File: config.mk
export PLATFORM = sky130hd
export DESIGN_NAME = mgmt_ctrl_bank
export DESIGN_NICKNAME = d
export VERILOG_FILES = /design/src/design/chan_ctrl_pkg.sv /design/src/design/chan_ctrl.sv /design/src/design/mgmt_ctrl_bank.sv /design/src/design/pin_sync.sv
export SDC_FILE = /design/constraint.sdc
export NUM_CORES = 1
export LEC_CHECK = 0
export BUFFER_PORTS_ARGS = -buffer_cell sky130_fd_sc_hd__buf_2
export CAP_MARGIN = 10
export CORE_ASPECT_RATIO = 1.75
export CORE_UTILIZATION = 35
export DETAILED_ROUTE_END_ITERATION = 8
export PLACE_DENSITY = 0.49
export SKIP_LAST_GASP = 1
export SLEW_MARGIN = 20
export SYNTH_ARGS = -nofsm -noshare
export SYNTH_HDL_FRONTEND = slang
export SYNTH_HIERARCHICAL = 1
export SYNTH_SLANG_ARGS = --single-unit
File: constraint.sdc
create_clock -name I_SYS_CLK -period 3.6 [get_ports I_SYS_CLK]
set_input_delay 0.54 -clock I_SYS_CLK [delete_from_list [all_inputs] [get_ports I_SYS_CLK]]
set_output_delay 0.54 -clock I_SYS_CLK [all_outputs]
set_load 0.1 [all_outputs]
File: src/design/chan_ctrl_pkg.sv
// Shared constants, types and field layout of the channel control register bank
package chan_ctrl_pkg;

  // ****************************************************************
  // Sizes
  // ****************************************************************
  localparam int          CH_COUNT  = 4;
  localparam int          DATA_W    = 16;
  localparam int          SYNC_W    = 2;
  localparam logic [4:0]  PHY_BASE  = 5'h01;   // First channel address, others follow

  // ****************************************************************
  // Register map and frame codes
  // ****************************************************************
  localparam logic [4:0]  REG_CONTROL = 5'h00;
  localparam logic [1:0]  OP_WRITE    = 2'h1;
  localparam logic [1:0]  OP_READ     = 2'h2;
  localparam logic [3:0]  ADDR_LAST   = 4'h9;  // Ten address bits, counted from zero
  localparam logic [3:0]  DATA_LAST   = 4'hf;  // Sixteen data bits
  localparam logic [3:0]  OP_LAST     = 4'h1;  // Two operation code bits
  localparam logic [3:0]  TA_LAST     = 4'h1;  // Two turnaround bits

  // ****************************************************************
  // Control register field positions
  // ****************************************************************
  localparam int BIT_MOD_RESET  = 15;
  localparam int BIT_SPARE_HI   = 14;
  localparam int BIT_SPEED_LSB  = 13;
  localparam int BIT_NEG_EN     = 12;
  localparam int BIT_POWER_DOWN = 11;
  localparam int BIT_ISOLATE    = 10;
  localparam int BIT_RESTART    = 9;
  localparam int BIT_DUPLEX     = 8;
  localparam int BIT_COLL_TEST  = 7;
  localparam int BIT_SPEED_MSB  = 6;
  localparam int BIT_UNIDIR     = 5;

  // ****************************************************************
  // Reset and fixed values
  // ****************************************************************
  localparam logic RST_SPARE      = 1'b0;
  localparam logic RST_NEG_EN     = 1'b1;
  localparam logic RST_ISOLATE    = 1'b1;
  localparam logic RST_UNIDIR     = 1'b0;
  localparam logic RST_POWER_DOWN = 1'b0;
  localparam logic FIX_SPEED_LSB  = 1'b0;
  localparam logic FIX_SPEED_MSB  = 1'b1;
  localparam logic FIX_DUPLEX     = 1'b1;
  localparam logic FIX_COLL_TEST  = 1'b0;
  localparam logic [4:0] FIX_LOW  = 5'h00;

  // ****************************************************************
  // Types
  // ****************************************************************
  typedef enum logic [2:0] {
    ST_IDLE  = 3'b000,
    ST_START = 3'b001,
    ST_OP    = 3'b010,
    ST_ADDR  = 3'b011,
    ST_TA    = 3'b100,
    ST_DATA  = 3'b101
  } frame_state_type;

  typedef struct packed {
    logic module_reset;   // One-cycle pulse
    logic neg_enable;
    logic neg_restart;    // One-cycle pulse
    logic isolate;
    logic power_down;
    logic unidir_enable;
    logic unidir_tx;
  } chan_ctrl_type;

endpackage : chan_ctrl_pkg

File: src/design/chan_ctrl.sv
// One channel's control register with self-clearing actions
`timescale 1ns/1ps
module chan_ctrl
  import chan_ctrl_pkg::*;
#(
  parameter bit IS_CH0 = 1'b0
)(
  // Clock and reset
  input  wire logic              clk,
  input  wire logic              rst_n,
  // Write strobe and data from the frame engine
  input  wire logic              wr_en,
  input  wire logic [DATA_W-1:0] wr_data,
  // Readback and controls
  output logic      [DATA_W-1:0] rd_data,
  output chan_ctrl_type          ctrl
);

  logic spare_hi_r;
  logic bit11_r;
  logic neg_en_r;
  logic isolate_r;
  logic unidir_r;
  logic unidir_tx_r;
  logic mod_rst_r;
  logic restart_r;
  logic mod_wr;
  logic norm_wr;

  // A write with bit 15 set is a module reset; every other write is a plain store
  assign mod_wr  = wr_en & wr_data[BIT_MOD_RESET];
  assign norm_wr = wr_en & ~wr_data[BIT_MOD_RESET];

  // Stored bits; a module reset write forces defaults and overrides the data
  always_ff @(posedge clk) begin
    if (!rst_n || mod_wr) begin
      spare_hi_r <= RST_SPARE;
      bit11_r    <= RST_POWER_DOWN;
      neg_en_r   <= RST_NEG_EN;
      isolate_r  <= RST_ISOLATE;
      unidir_r   <= RST_UNIDIR;
    end else if (norm_wr) begin
      spare_hi_r <= wr_data[BIT_SPARE_HI];
      neg_en_r   <= wr_data[BIT_NEG_EN];
      isolate_r  <= wr_data[BIT_ISOLATE];
      unidir_r   <= wr_data[BIT_UNIDIR];
      // On channel 0 power down can only be cleared by a module reset; other channels store the bit
      if (IS_CH0) begin
        bit11_r <= bit11_r | wr_data[BIT_POWER_DOWN];
      end else begin
        bit11_r <= wr_data[BIT_POWER_DOWN];
      end
    end
  end

  // Transmit without a link only when negotiation is off, kept in step with its inputs
  always_ff @(posedge clk) begin
    if (!rst_n || mod_wr) begin
      unidir_tx_r <= RST_UNIDIR & ~RST_NEG_EN;
    end else if (norm_wr) begin
      unidir_tx_r <= wr_data[BIT_UNIDIR] & ~wr_data[BIT_NEG_EN];
    end
  end

  // Self-clearing actions last one cycle and never read back
  always_ff @(posedge clk) begin
    if (!rst_n) begin
      mod_rst_r <= 1'b0;
      restart_r <= 1'b0;
    end else begin
      mod_rst_r <= mod_wr;
      restart_r <= norm_wr & wr_data[BIT_RESTART];
    end
  end

  // Readback word with fixed speed, duplex and test fields
  always_comb begin
    rd_data                 = '0;
    rd_data[BIT_MOD_RESET]  = 1'b0;
    rd_data[BIT_SPARE_HI]   = spare_hi_r;
    rd_data[BIT_SPEED_LSB]  = FIX_SPEED_LSB;
    rd_data[BIT_NEG_EN]     = neg_en_r;
    rd_data[BIT_POWER_DOWN] = bit11_r;
    rd_data[BIT_ISOLATE]    = isolate_r;
    rd_data[BIT_RESTART]    = 1'b0;
    rd_data[BIT_DUPLEX]     = FIX_DUPLEX;
    rd_data[BIT_COLL_TEST]  = FIX_COLL_TEST;
    rd_data[BIT_SPEED_MSB]  = FIX_SPEED_MSB;
    rd_data[4:0]            = FIX_LOW;
    rd_data[BIT_UNIDIR]     = unidir_r;
  end

  // Controls come straight from the flops above, except power down, which is tied to 0 on every channel but channel 0
  assign ctrl.module_reset  = mod_rst_r;
  assign ctrl.neg_enable    = neg_en_r;
  assign ctrl.neg_restart   = restart_r;
  assign ctrl.isolate       = isolate_r;
  assign ctrl.power_down    = IS_CH0 ? bit11_r : 1'b0;
  assign ctrl.unidir_enable = unidir_r;
  assign ctrl.unidir_tx     = unidir_tx_r;

  if (IS_CH0) begin : g_pd_check

  end
endmodule : chan_ctrl

File: src/design/mgmt_ctrl_bank.sv
// Four-channel control register bank behind a serial management slave
`timescale 1ns/1ps

// What this block does
// - Writing 1 to bit 15 resets the channel's module and the bit always reads back 0.
// - Bit 14, and bit 11 on channels 1 to 3, store and return what is written, resetting to 0.
// - Bit 13 always reads 0 and bit 6 always reads 1, reporting 1000 Mb/s.
// - Bit 12 enables link negotiation and resets to 1.
// - On channel 0, bit 11 powers the transceiver down and stays set until a module reset.
// - Bit 10 isolates the serial logic from the client interface and resets to 1.
// - Writing 1 to bit 9 with bit 15 clear restarts link negotiation and the bit clears itself.
// - Bit 8 always reads 1 for full duplex.
// - Bit 7 always reads 0 so the collision test stays off.
// - Bit 5 lets the channel transmit without a link when negotiation is off.
// - Bits 4 to 0 always read 0 and ignore writes.
// - Register address 0 selects the control register, with one copy per channel.
// - A frame with operation code 01 writes its 16 data bits into the addressed register.
// - A frame with operation code 10 is a read: the slave drives the line from the turnaround.
// - Undefined register addresses read as zero and cannot be written.
module mgmt_ctrl_bank
  import chan_ctrl_pkg::*;
#(
  parameter logic [4:0] PHY_ADDR_BASE = chan_ctrl_pkg::PHY_BASE
)(
  // Clock and reset
  input  wire logic                                I_SYS_CLK,
  input  wire logic                                I_RESET_N,
  // Management pins
  input  wire logic                                I_MDC,
  input  wire logic                                I_MDIO,
  output logic                                     O_MDIO,
  output logic                                     O_MDIO_OE_N,
  // Per-channel controls
  output logic [chan_ctrl_pkg::CH_COUNT-1:0]       O_CH_RESET,
  output logic [chan_ctrl_pkg::CH_COUNT-1:0]       O_NEG_ENABLE,
  output logic [chan_ctrl_pkg::CH_COUNT-1:0]       O_NEG_RESTART,
  output logic [chan_ctrl_pkg::CH_COUNT-1:0]       O_ISOLATE,
  output logic [chan_ctrl_pkg::CH_COUNT-1:0]       O_UNIDIR_ENABLE,
  output logic [chan_ctrl_pkg::CH_COUNT-1:0]       O_UNIDIR_TX,
  output logic                                     O_POWER_DOWN
);
  import chan_ctrl_pkg::*;

  // ****************************************************************
  // Pin sampling
  // ****************************************************************
  // Synchronised pins and the rising edge of the management clock
  logic [SYNC_W-1:0] pins_s;
  logic              mdc_s;
  logic              mdio_s;
  logic              mdc_d_r;
  logic              mdc_rise;

  pin_sync u_sync (
    .clk   (I_SYS_CLK),
    .rst_n (I_RESET_N),
    .d     ({I_MDC, I_MDIO}),
    .q     (pins_s)
  );

  // Pin order on the synchroniser is clock first, then data
  assign mdc_s  = pins_s[1];
  assign mdio_s = pins_s[0];

  // Edge detect works on the second stage only
  always_ff @(posedge I_SYS_CLK) begin
    if (!I_RESET_N) begin
      mdc_d_r <= 1'b1;
    end else begin
      mdc_d_r <= mdc_s;
    end
  end

  assign mdc_rise = mdc_s & ~mdc_d_r;

  // ****************************************************************
  // Frame engine
  // ****************************************************************
  // Frame state, captured header and the two shift registers
  frame_state_type   state_r;
  logic [3:0]        cnt_r;
  logic [1:0]        op_r;
  logic [8:0]        addr_r;
  logic [9:0]        addr_full;
  logic [4:0]        phy_off;
  logic              phy_hit;
  logic [1:0]        ch_sel;
  logic [1:0]        ch_sel_r;
  logic              rd_act_r;
  logic              wr_act_r;
  logic [DATA_W-1:0] rd_shift_r;
  logic [DATA_W-1:0] wr_shift_r;
  logic [DATA_W-1:0] rd_word;
  logic [DATA_W-1:0] ch_rd [CH_COUNT];
  logic              addr_done;

  // Address as it stands at the last address bit; channel n answers base plus n
  assign addr_full = {addr_r, mdio_s};
  assign phy_off   = addr_full[9:5] - PHY_ADDR_BASE;
  assign phy_hit   = (phy_off < 5'(CH_COUNT));
  assign ch_sel    = phy_off[1:0];
  assign addr_done = mdc_rise && (state_r == ST_ADDR) && (cnt_r == ADDR_LAST);

  // Only address 0 holds a register; all others answer zero
  always_comb begin
    if (addr_full[4:0] == REG_CONTROL) begin
      rd_word = ch_rd[ch_sel];
    end else begin
      rd_word = '0;
    end
  end

  // Frame sequencing on each rising management clock; foreign frames are walked
  // through too, so their data cannot be mistaken for a start pattern
  always_ff @(posedge I_SYS_CLK) begin
    if (!I_RESET_N) begin
      state_r <= ST_IDLE;
      cnt_r   <= 4'h0;
    end else if (mdc_rise) begin
      case (state_r)
        ST_IDLE: begin
          if (!mdio_s) begin
            state_r <= ST_START;
          end
        end
        ST_START: begin
          if (mdio_s) begin
            state_r <= ST_OP;
            cnt_r   <= 4'h0;
          end
        end
        ST_OP: begin
          cnt_r <= cnt_r + 4'h1;
          if (cnt_r == OP_LAST) begin
            state_r <= ST_ADDR;
            cnt_r   <= 4'h0;
          end
        end
        ST_ADDR: begin
          cnt_r <= cnt_r + 4'h1;
          if (cnt_r == ADDR_LAST) begin
            state_r <= ST_TA;
            cnt_r   <= 4'h0;
          end
        end
        ST_TA: begin
          cnt_r <= cnt_r + 4'h1;
          if (cnt_r == TA_LAST) begin
            state_r <= ST_DATA;
            cnt_r   <= 4'h0;
          end
        end
        ST_DATA: begin
          cnt_r <= cnt_r + 4'h1;
          if (cnt_r == DATA_LAST) begin
            state_r <= ST_IDLE;
            cnt_r   <= 4'h0;
          end
        end
        default: begin
          state_r <= ST_IDLE;
          cnt_r   <= 4'h0;
        end
      endcase
    end
  end

  // Header capture
  always_ff @(posedge I_SYS_CLK) begin
    if (!I_RESET_N) begin
      op_r   <= 2'h0;
      addr_r <= 9'h000;
    end else if (mdc_rise && state_r == ST_OP) begin
      op_r <= {op_r[0], mdio_s};
    end else if (mdc_rise && state_r == ST_ADDR) begin
      addr_r <= addr_full[8:0];
    end
  end

  // Decide at the last address bit whether this frame is ours
  always_ff @(posedge I_SYS_CLK) begin
    if (!I_RESET_N) begin
      rd_act_r <= 1'b0;
      wr_act_r <= 1'b0;
      ch_sel_r <= 2'h0;
    end else if (addr_done) begin
      rd_act_r <= phy_hit && (op_r == OP_READ);
      wr_act_r <= phy_hit && (op_r == OP_WRITE)
                  && (addr_full[4:0] == REG_CONTROL);
      ch_sel_r <= ch_sel;
    end else if (state_r == ST_IDLE) begin
      rd_act_r <= 1'b0;
      wr_act_r <= 1'b0;
    end
  end

  // Read path: release in the first turnaround bit, drive 0 in the second, then data
  always_ff @(posedge I_SYS_CLK) begin
    if (!I_RESET_N) begin
      rd_shift_r  <= '0;
      O_MDIO      <= 1'b1;
      O_MDIO_OE_N <= 1'b1;
    end else if (addr_done) begin
      rd_shift_r <= rd_word;
    end else if (mdc_rise && rd_act_r) begin
      if (state_r == ST_TA && cnt_r == 4'h0) begin
        O_MDIO      <= 1'b0;
        O_MDIO_OE_N <= 1'b0;
      end else if (state_r == ST_DATA && cnt_r == DATA_LAST) begin
        O_MDIO      <= 1'b1;
        O_MDIO_OE_N <= 1'b1;
      end else if (state_r == ST_TA || state_r == ST_DATA) begin
        O_MDIO     <= rd_shift_r[DATA_W-1];
        rd_shift_r <= {rd_shift_r[DATA_W-2:0], 1'b0};
      end
    end
  end

  // Write path: shift in sixteen bits, strobe the addressed channel once
  logic [CH_COUNT-1:0] wr_en_r;
  logic [DATA_W-1:0]   wr_data_r;

  always_ff @(posedge I_SYS_CLK) begin
    if (!I_RESET_N) begin
      wr_shift_r <= '0;
      wr_data_r  <= '0;
      wr_en_r    <= '0;
    end else begin
      wr_en_r <= '0;
      if (mdc_rise && state_r == ST_DATA) begin
        wr_shift_r <= {wr_shift_r[DATA_W-2:0], mdio_s};
        if (cnt_r == DATA_LAST && wr_act_r) begin
          wr_data_r         <= {wr_shift_r[DATA_W-2:0], mdio_s};
          wr_en_r[ch_sel_r] <= 1'b1;
        end
      end
    end
  end

  // ****************************************************************
  // Channel registers
  // ****************************************************************
  for (genvar ch = 0; ch < CH_COUNT; ch++) begin : g_ch
    chan_ctrl_type ctrl;

    chan_ctrl #(.IS_CH0(ch == 0)) u_chan (
      .clk     (I_SYS_CLK),
      .rst_n   (I_RESET_N),
      .wr_en   (wr_en_r[ch]),
      .wr_data (wr_data_r),
      .rd_data (ch_rd[ch]),
      .ctrl    (ctrl)
    );

    // Controls leave straight from the channel flops
    assign O_CH_RESET[ch]      = ctrl.module_reset;
    assign O_NEG_ENABLE[ch]    = ctrl.neg_enable;
    assign O_NEG_RESTART[ch]   = ctrl.neg_restart;
    assign O_ISOLATE[ch]       = ctrl.isolate;
    assign O_UNIDIR_ENABLE[ch] = ctrl.unidir_enable;
    assign O_UNIDIR_TX[ch]     = ctrl.unidir_tx;
  end

  // Only channel 0 owns a power-down control
  assign O_POWER_DOWN = g_ch[0].ctrl.power_down;
endmodule : mgmt_ctrl_bank

File: src/design/pin_sync.sv
// Two-stage synchroniser for the management clock and data pins
`timescale 1ns/1ps
module pin_sync
  import chan_ctrl_pkg::*;
(
  // Clock and reset
  input  wire logic              clk,
  input  wire logic              rst_n,
  // Pins in, synchronised out
  input  wire logic [SYNC_W-1:0] d,
  output logic      [SYNC_W-1:0] q
);

  logic [SYNC_W-1:0] meta_r;
  logic [SYNC_W-1:0] q_r;

  // First stage feeds only the second; idle bus level is high
  always_ff @(posedge clk) begin
    if (!rst_n) begin
      meta_r <= {SYNC_W{1'b1}};
      q_r    <= {SYNC_W{1'b1}};
    end else begin
      meta_r <= d;
      q_r    <= meta_r;
    end
  end

  // Only the second stage leaves the module, so nothing reads a metastable bit
  assign q = q_r;

endmodule : pin_sync
### Word level (Yosys, flattened, before mapping)

Cells that the tools add are included.
W data, S select, Z words.

| operators by class | value |
|---|---|
| add/subtract/negate cells | 2 |
| eq/ne operators | 18 |
| reduce and logical (&&, ||, !) cells | 35 |
| magnitude comparators | 4 |
| mux-type cells | 31 |
| bitwise operators | 22 |

Operators with widths:

| operator | number |
|---|---|
| $mux W16 | 8 |
| $bmux W16 S2 | 1 |
| $pmux W4 S5 | 1 |
| $mux W3 | 6 |
| $pmux W3 S6 | 1 |
| $mux W4 | 4 |
| $and A1 B1 Y1 | 14 |
| $logic_and A1 B1 Y1 | 12 |
| $ne A2 B2 Y1 const B | 6 |
| $reduce_and A3 Y1 | 4 |
| $mux W1 | 9 |
| $eq A4 B4 Y1 const B | 2 |
| $reduce_bool A2 Y1 | 4 |
| $reduce_and A7 Y1 | 1 |
| $eq A3 B2 Y1 const B | 2 |
| $eq A3 B3 Y1 const B | 2 |
| $not A1 Y1 | 6 |
| $logic_not A5 Y1 | 1 |
| $logic_or A1 B1 Y1 | 5 |
| $lt A5 B3 Y1 const B | 1 |
| $sub A5 B1 Y5 const B | 1 |
| $add A4 B1 Y4 const B | 1 |
| $eq A4 B1 Y1 const B | 1 |
| $logic_not A4 Y1 | 1 |
| other kinds (16) | 18 |

| storage, ports and cells | value |
|---|---|
| bits of input ports | 4 |
| bits in registers | 112 |
| logic and storage cells | 160 |

### Logic depth before layout (Yosys ltp)

| depth | value |
|---|---|
| word-level depth | 7 |
| gate-level depth with buffers | 9 |
| mapped depth without buffers | 7 |

### Hierarchy

Netlist, hierarchy kept.

By module, submodules not included:

| module | area an instance (um^2) | cells each | instances | seq. area each (um^2) |
|---|---|---|---|---|
| mgmt_ctrl_bank | 3,593.4 | 387 | 1 | 1,521.5 |
| chan_ctrl at g_ch[1].u_chan ... | 493.0 | 54 | 3 | 160.2 |
| chan_ctrl at g_ch[0].u_chan | 486.7 | 54 | 1 | 160.2 |
| pin_sync | 105.1 | 8 | 1 | 80.1 |

### Least setup slack after synthesis

Ideal clock, no wire load.

| timing path | value |
|---|---|
| path kind | register to register |
| from | register addr_r[4] |
| to | register rd_shift_r[10] |
| data arrival time | 2.300 ns |
| path slack | 1.163 ns |
| buffers on the path | 3 |
| stages on the path, launching flop included | 9 |
| period minus slack after synthesis | 2.437 ns |
| library setup time | 0.138 ns |
| cells stage by stage | dfxtp_1 > clkbuf_1 > inv_1 > ha_1 > clkbuf_1 > clkbuf_1 > mux4_2 > a21oi_1 > a211oi_1 |

| on the way | value |
|---|---|
| word-level cells in the longest chain between the ends | 7 |

Ends and longest elaborated chain:

| element | line | text |
|---|---|---|
| from (decl) | mgmt_ctrl_bank.sv:83 | `logic [8:0] addr_r;` |
| from (signal assigned) | mgmt_ctrl_bank.sv:176 | `addr_r <= addr_full[8:0];` |
| $sub A5 B1 Y5 | mgmt_ctrl_bank.sv:99 | `assign phy_off = addr_full[9:5] - PHY_ADDR_BASE;` |
| via phy_off[0] | mgmt_ctrl_bank.sv:85 | `logic [4:0] phy_off;` |
| $not A2 Y3 (not written as such) | mgmt_ctrl_bank.sv:107 | `rd_word = ch_rd[ch_sel];` |
| $bmux W16 S2 | mgmt_ctrl_bank.sv:107 |  |
| $mux W16 (not written as such) (2 in series) | mgmt_ctrl_bank.sv:107 |  |
| $mux W16 | mgmt_ctrl_bank.sv:106 | `if (addr_full[4:0] == REG_CONTROL) begin` |
| $mux W16 | mgmt_ctrl_bank.sv:203 | `end else if (addr_done) begin` |
| to (signal assigned) | mgmt_ctrl_bank.sv:204 | `rd_shift_r <= rd_word;` |
| to (signal assigned) | mgmt_ctrl_bank.sv:214 | `rd_shift_r <= {rd_shift_r[DATA_W-2:0], 1'b0};` |
| to (decl) | mgmt_ctrl_bank.sv:91 | `logic [DATA_W-1:0] rd_shift_r;` |

The timed path passes the listed nets, and every way through them passes these cells. The select of a mux whose other input is x is not followed.
A chain may end at the register's enable or synchronous reset.

### Worst setup path after layout

| timing path | value |
|---|---|
| from | register u_sync.q_r[1] (netlist: u_sync/q[1]) |
| to | register wr_en_r[2] |

| on the way | value |
|---|---|
| word-level cells in the longest chain between the ends | 3 |

Ends and longest elaborated chain:

| element | line | text |
|---|---|---|
| from (decl) | pin_sync.sv:15 | `logic [SYNC_W-1:0] q_r;` |
| from (signal assigned) | pin_sync.sv:21 | `q_r <= {SYNC_W{1'b1}};` |
| from (signal assigned) | pin_sync.sv:24 | `q_r <= meta_r;` |
| $and A1 B1 Y1 | mgmt_ctrl_bank.sv:74 | `assign mdc_rise = mdc_s & ~mdc_d_r;` |
| $logic_and A1 B1 Y1 | mgmt_ctrl_bank.sv:230 | `if (mdc_rise && state_r == ST_DATA) begin` |
| $reduce_and A3 Y1 (no source line) | n/a |  |
| to (signal assigned) | mgmt_ctrl_bank.sv:227 | `wr_en_r <= '0;` |
| to (signal assigned) | mgmt_ctrl_bank.sv:229 | `wr_en_r <= '0;` |
| to (signal, indexed assignment) | mgmt_ctrl_bank.sv:234 | `wr_en_r[ch_sel_r] <= 1'b1;` |
| to (decl) | mgmt_ctrl_bank.sv:220 | `logic [CH_COUNT-1:0] wr_en_r;` |

Every way passes these cells.

==> results.txt <==
Cell area after synthesis: 5350 µm²
Max incr delay on CP: 0.62 ns
# resized after CTS: 0
Port-buffer cells: 30
Worst Path Required: 3.87 ns
N_diodes: 0
Status: complete, no violations
Syn Inst Count: 572
PD cells: 412 nW/µm²
H-Tree Depth: 3
Internal: 1.71 mW
Most used cell, CP: and3_1
Post-CTS Hold Buffers: 0
Share of cells above drive strength 1: 0.155
Total Wirelength: 9.82 mm
Worst reg2reg setup slack: 1.28 ns
Initial core utilization: 0.359
Routed via count: 3,461
P_sw: 490 µW
Worst Path Buf+Inv: 0
Hold Crit Class: in -> reg
Slew HR: 0.369
WL/cell: 13.7 µm
Clock Tree Root: clkbuf_16
Synth warn: 6
Vias in the first global route: 3,326
Leakage: 1.94 nW
Die Span X: 95.5 µm
Met1 Use GR: 0.149
Hold Fails Final Rpt: 0
Worst Tran Pin Value: 0.944 ns
Longest Clk Path Bufs: 2
Area grow syn2layout: 0.0467%
Initial antenna violation count: 0
Largest net degree at the start of global routing: 56
Critical Path Start Type: flop
DRT iter0 DRCs: 150
Fin Setup TNS: 0 ns
M2 GR Usage: 0.246
Critical Path AT: 2.58 ns
Gr busiest metal: met2
Crit. End Element: flop
Max Slew Vio Count: 0
Post-CTS Setup Repair Bufs: 0
Final HPWL DP: 6.88 mm
CTS tree: built
CTS Buf Count: 9
Clock power frac: 0.461
Crit-path cells: nor2b_1 > and3_1 > and3_1 > nand2_1 > nor3b_1
Share of power burned in registers: 0.519
Average size of a mapped cell: 9.35 µm²
Placer Congestion: 0.695
DRC: 0
CTS Sinks: 103
Total GRT Usage: 0.135
Filler cell count in the final layout: 1,544
Die H: 166 µm
Final Critical Period: 2.32 ns
Critical path peak fanout: 17
Logic pwr share: 0.020
First-pass GRT wire length: 16.3 mm
Commonest non-fill, non-tap cell in the layout: dfxtp_1
Switching part of the total power: 0.223
Area of the core: 14,900 µm²
Commonest cells after routing, fill and taps aside: dfxtp_1 (103), nand2_1 (54), a21oi_1 (45)
Final setup violation count: 0
I/O pin total: 31
Max Cap Viol: 0
Clock Skew: 0.00755 ns
Worst skew pair latency: 0.34 ns
DR pass1 iterations: 4
Fin crit share: 0.643
Worst Setup Path Type: reg -> reg
Final nets: 539
Final core utilization: 0.359
# rows: 59
Peak supply drop: 0.188 mV
F_max: 432 MHz
Die area: 15,800 µm²
GR Util met3: 0.0247
CTS clock-pin slew for the worst setup and hold paths: 0.07 ns
Post-DR vias/cell: 4.81
Slowest CP cell: and3_1
RSZ-0062 raised after global routing: false
Post-DRT Antenna Nets: 0
Total power draw: 2.20 mW
GR Overflow Total: 0
Worst path top cell family by delay: simple AND/OR/NAND/NOR gates
-- path summary, 6_finish.rpt --
path	to	from	cells after the start
max	wr_en_r[2]	u_sync/q[1]	5
min	u_sync/meta_r[0]	I_MDIO	2
max reg2reg	wr_en_r[2]	u_sync/q[1]	5
min reg2reg	u_sync/q[0]	u_sync/meta_r[0]	1
-- power by group through the flow --
| stage | clock network, mW | logic, mW | registers (mW) |
|---|---|---|---|
| after detailed placement | 0 | 0.0447 | 1.17 |
| after CTS | 1.06 | 0.0446 | 1.14 |
| after global placement | 0 | 0.0444 | 1.17 |
| after global routing | 1.10 | 0.0524 | 1.14 |
| final | 1.01 | 0.0450 | 1.14 |
| after floorplan | 0 | 0.0678 | 1.17 |
-- layout make-up --
type                            count  area [µm²]  area share
Tap cell                          183         229      0.0428
Multi-Input combinational cell    376        2530       0.473
Sequential cell                   103        2060       0.385
Inverter                            6        22.5     0.00421
Clock buffer                        9         225      0.0421
Clock inverter                      7        92.6      0.0173
Timing Repair Buffer               35         188      0.0351
-- routing by layer --
metal  vias up  routed length (µm)
met4         0                 133
met1      1651                4130
li1       1769                   -
met3         4                 171
met5         -                   0
met2        37                5380
-- flip-flops by register name (all words and copies together) (netlist names) --
signal and flops:
g_ch.u_chan/bit11_r 4, wr_act_r 1, u_sync/q 2, cnt_r 4
g_ch.u_chan/spare_hi_r 4, wr_en_r 4, wr_data_r 7, g_ch.u_chan/isolate_r 4
rd_shift_r 16, O_MDIO_OE_N 1, O_MDIO 1, ch_sel_r 2
g_ch.u_chan/unidir_r 4, g_ch.u_chan/mod_rst_r 4, state_r 3, rd_act_r 1
addr_r 9, g_ch.u_chan/unidir_tx_r 4, wr_shift_r 15, u_sync/meta_r 2
mdc_d_r 1, g_ch.u_chan/restart_r 4, g_ch.u_chan/neg_en_r 4, op_r 2
-- metrics by stage --
stage | hold slack [ns] | setup WS (ns) | cell area [µm²] | instances
after CTS | 0.348 | 1.27 | 5350 | 719
after detailed placement | 0.394 | 1.29 | 5030 | 703
final | 0.371 | 1.28 | 5350 | 719
after global placement | 0.389 | 1.33 | 5030 | 703
after global routing | 0.360 | 1.00 | 5350 | 719
after floorplan | 0.386 | 1.16 | 5480 | 608
Power figures use the tool's default switching activity.
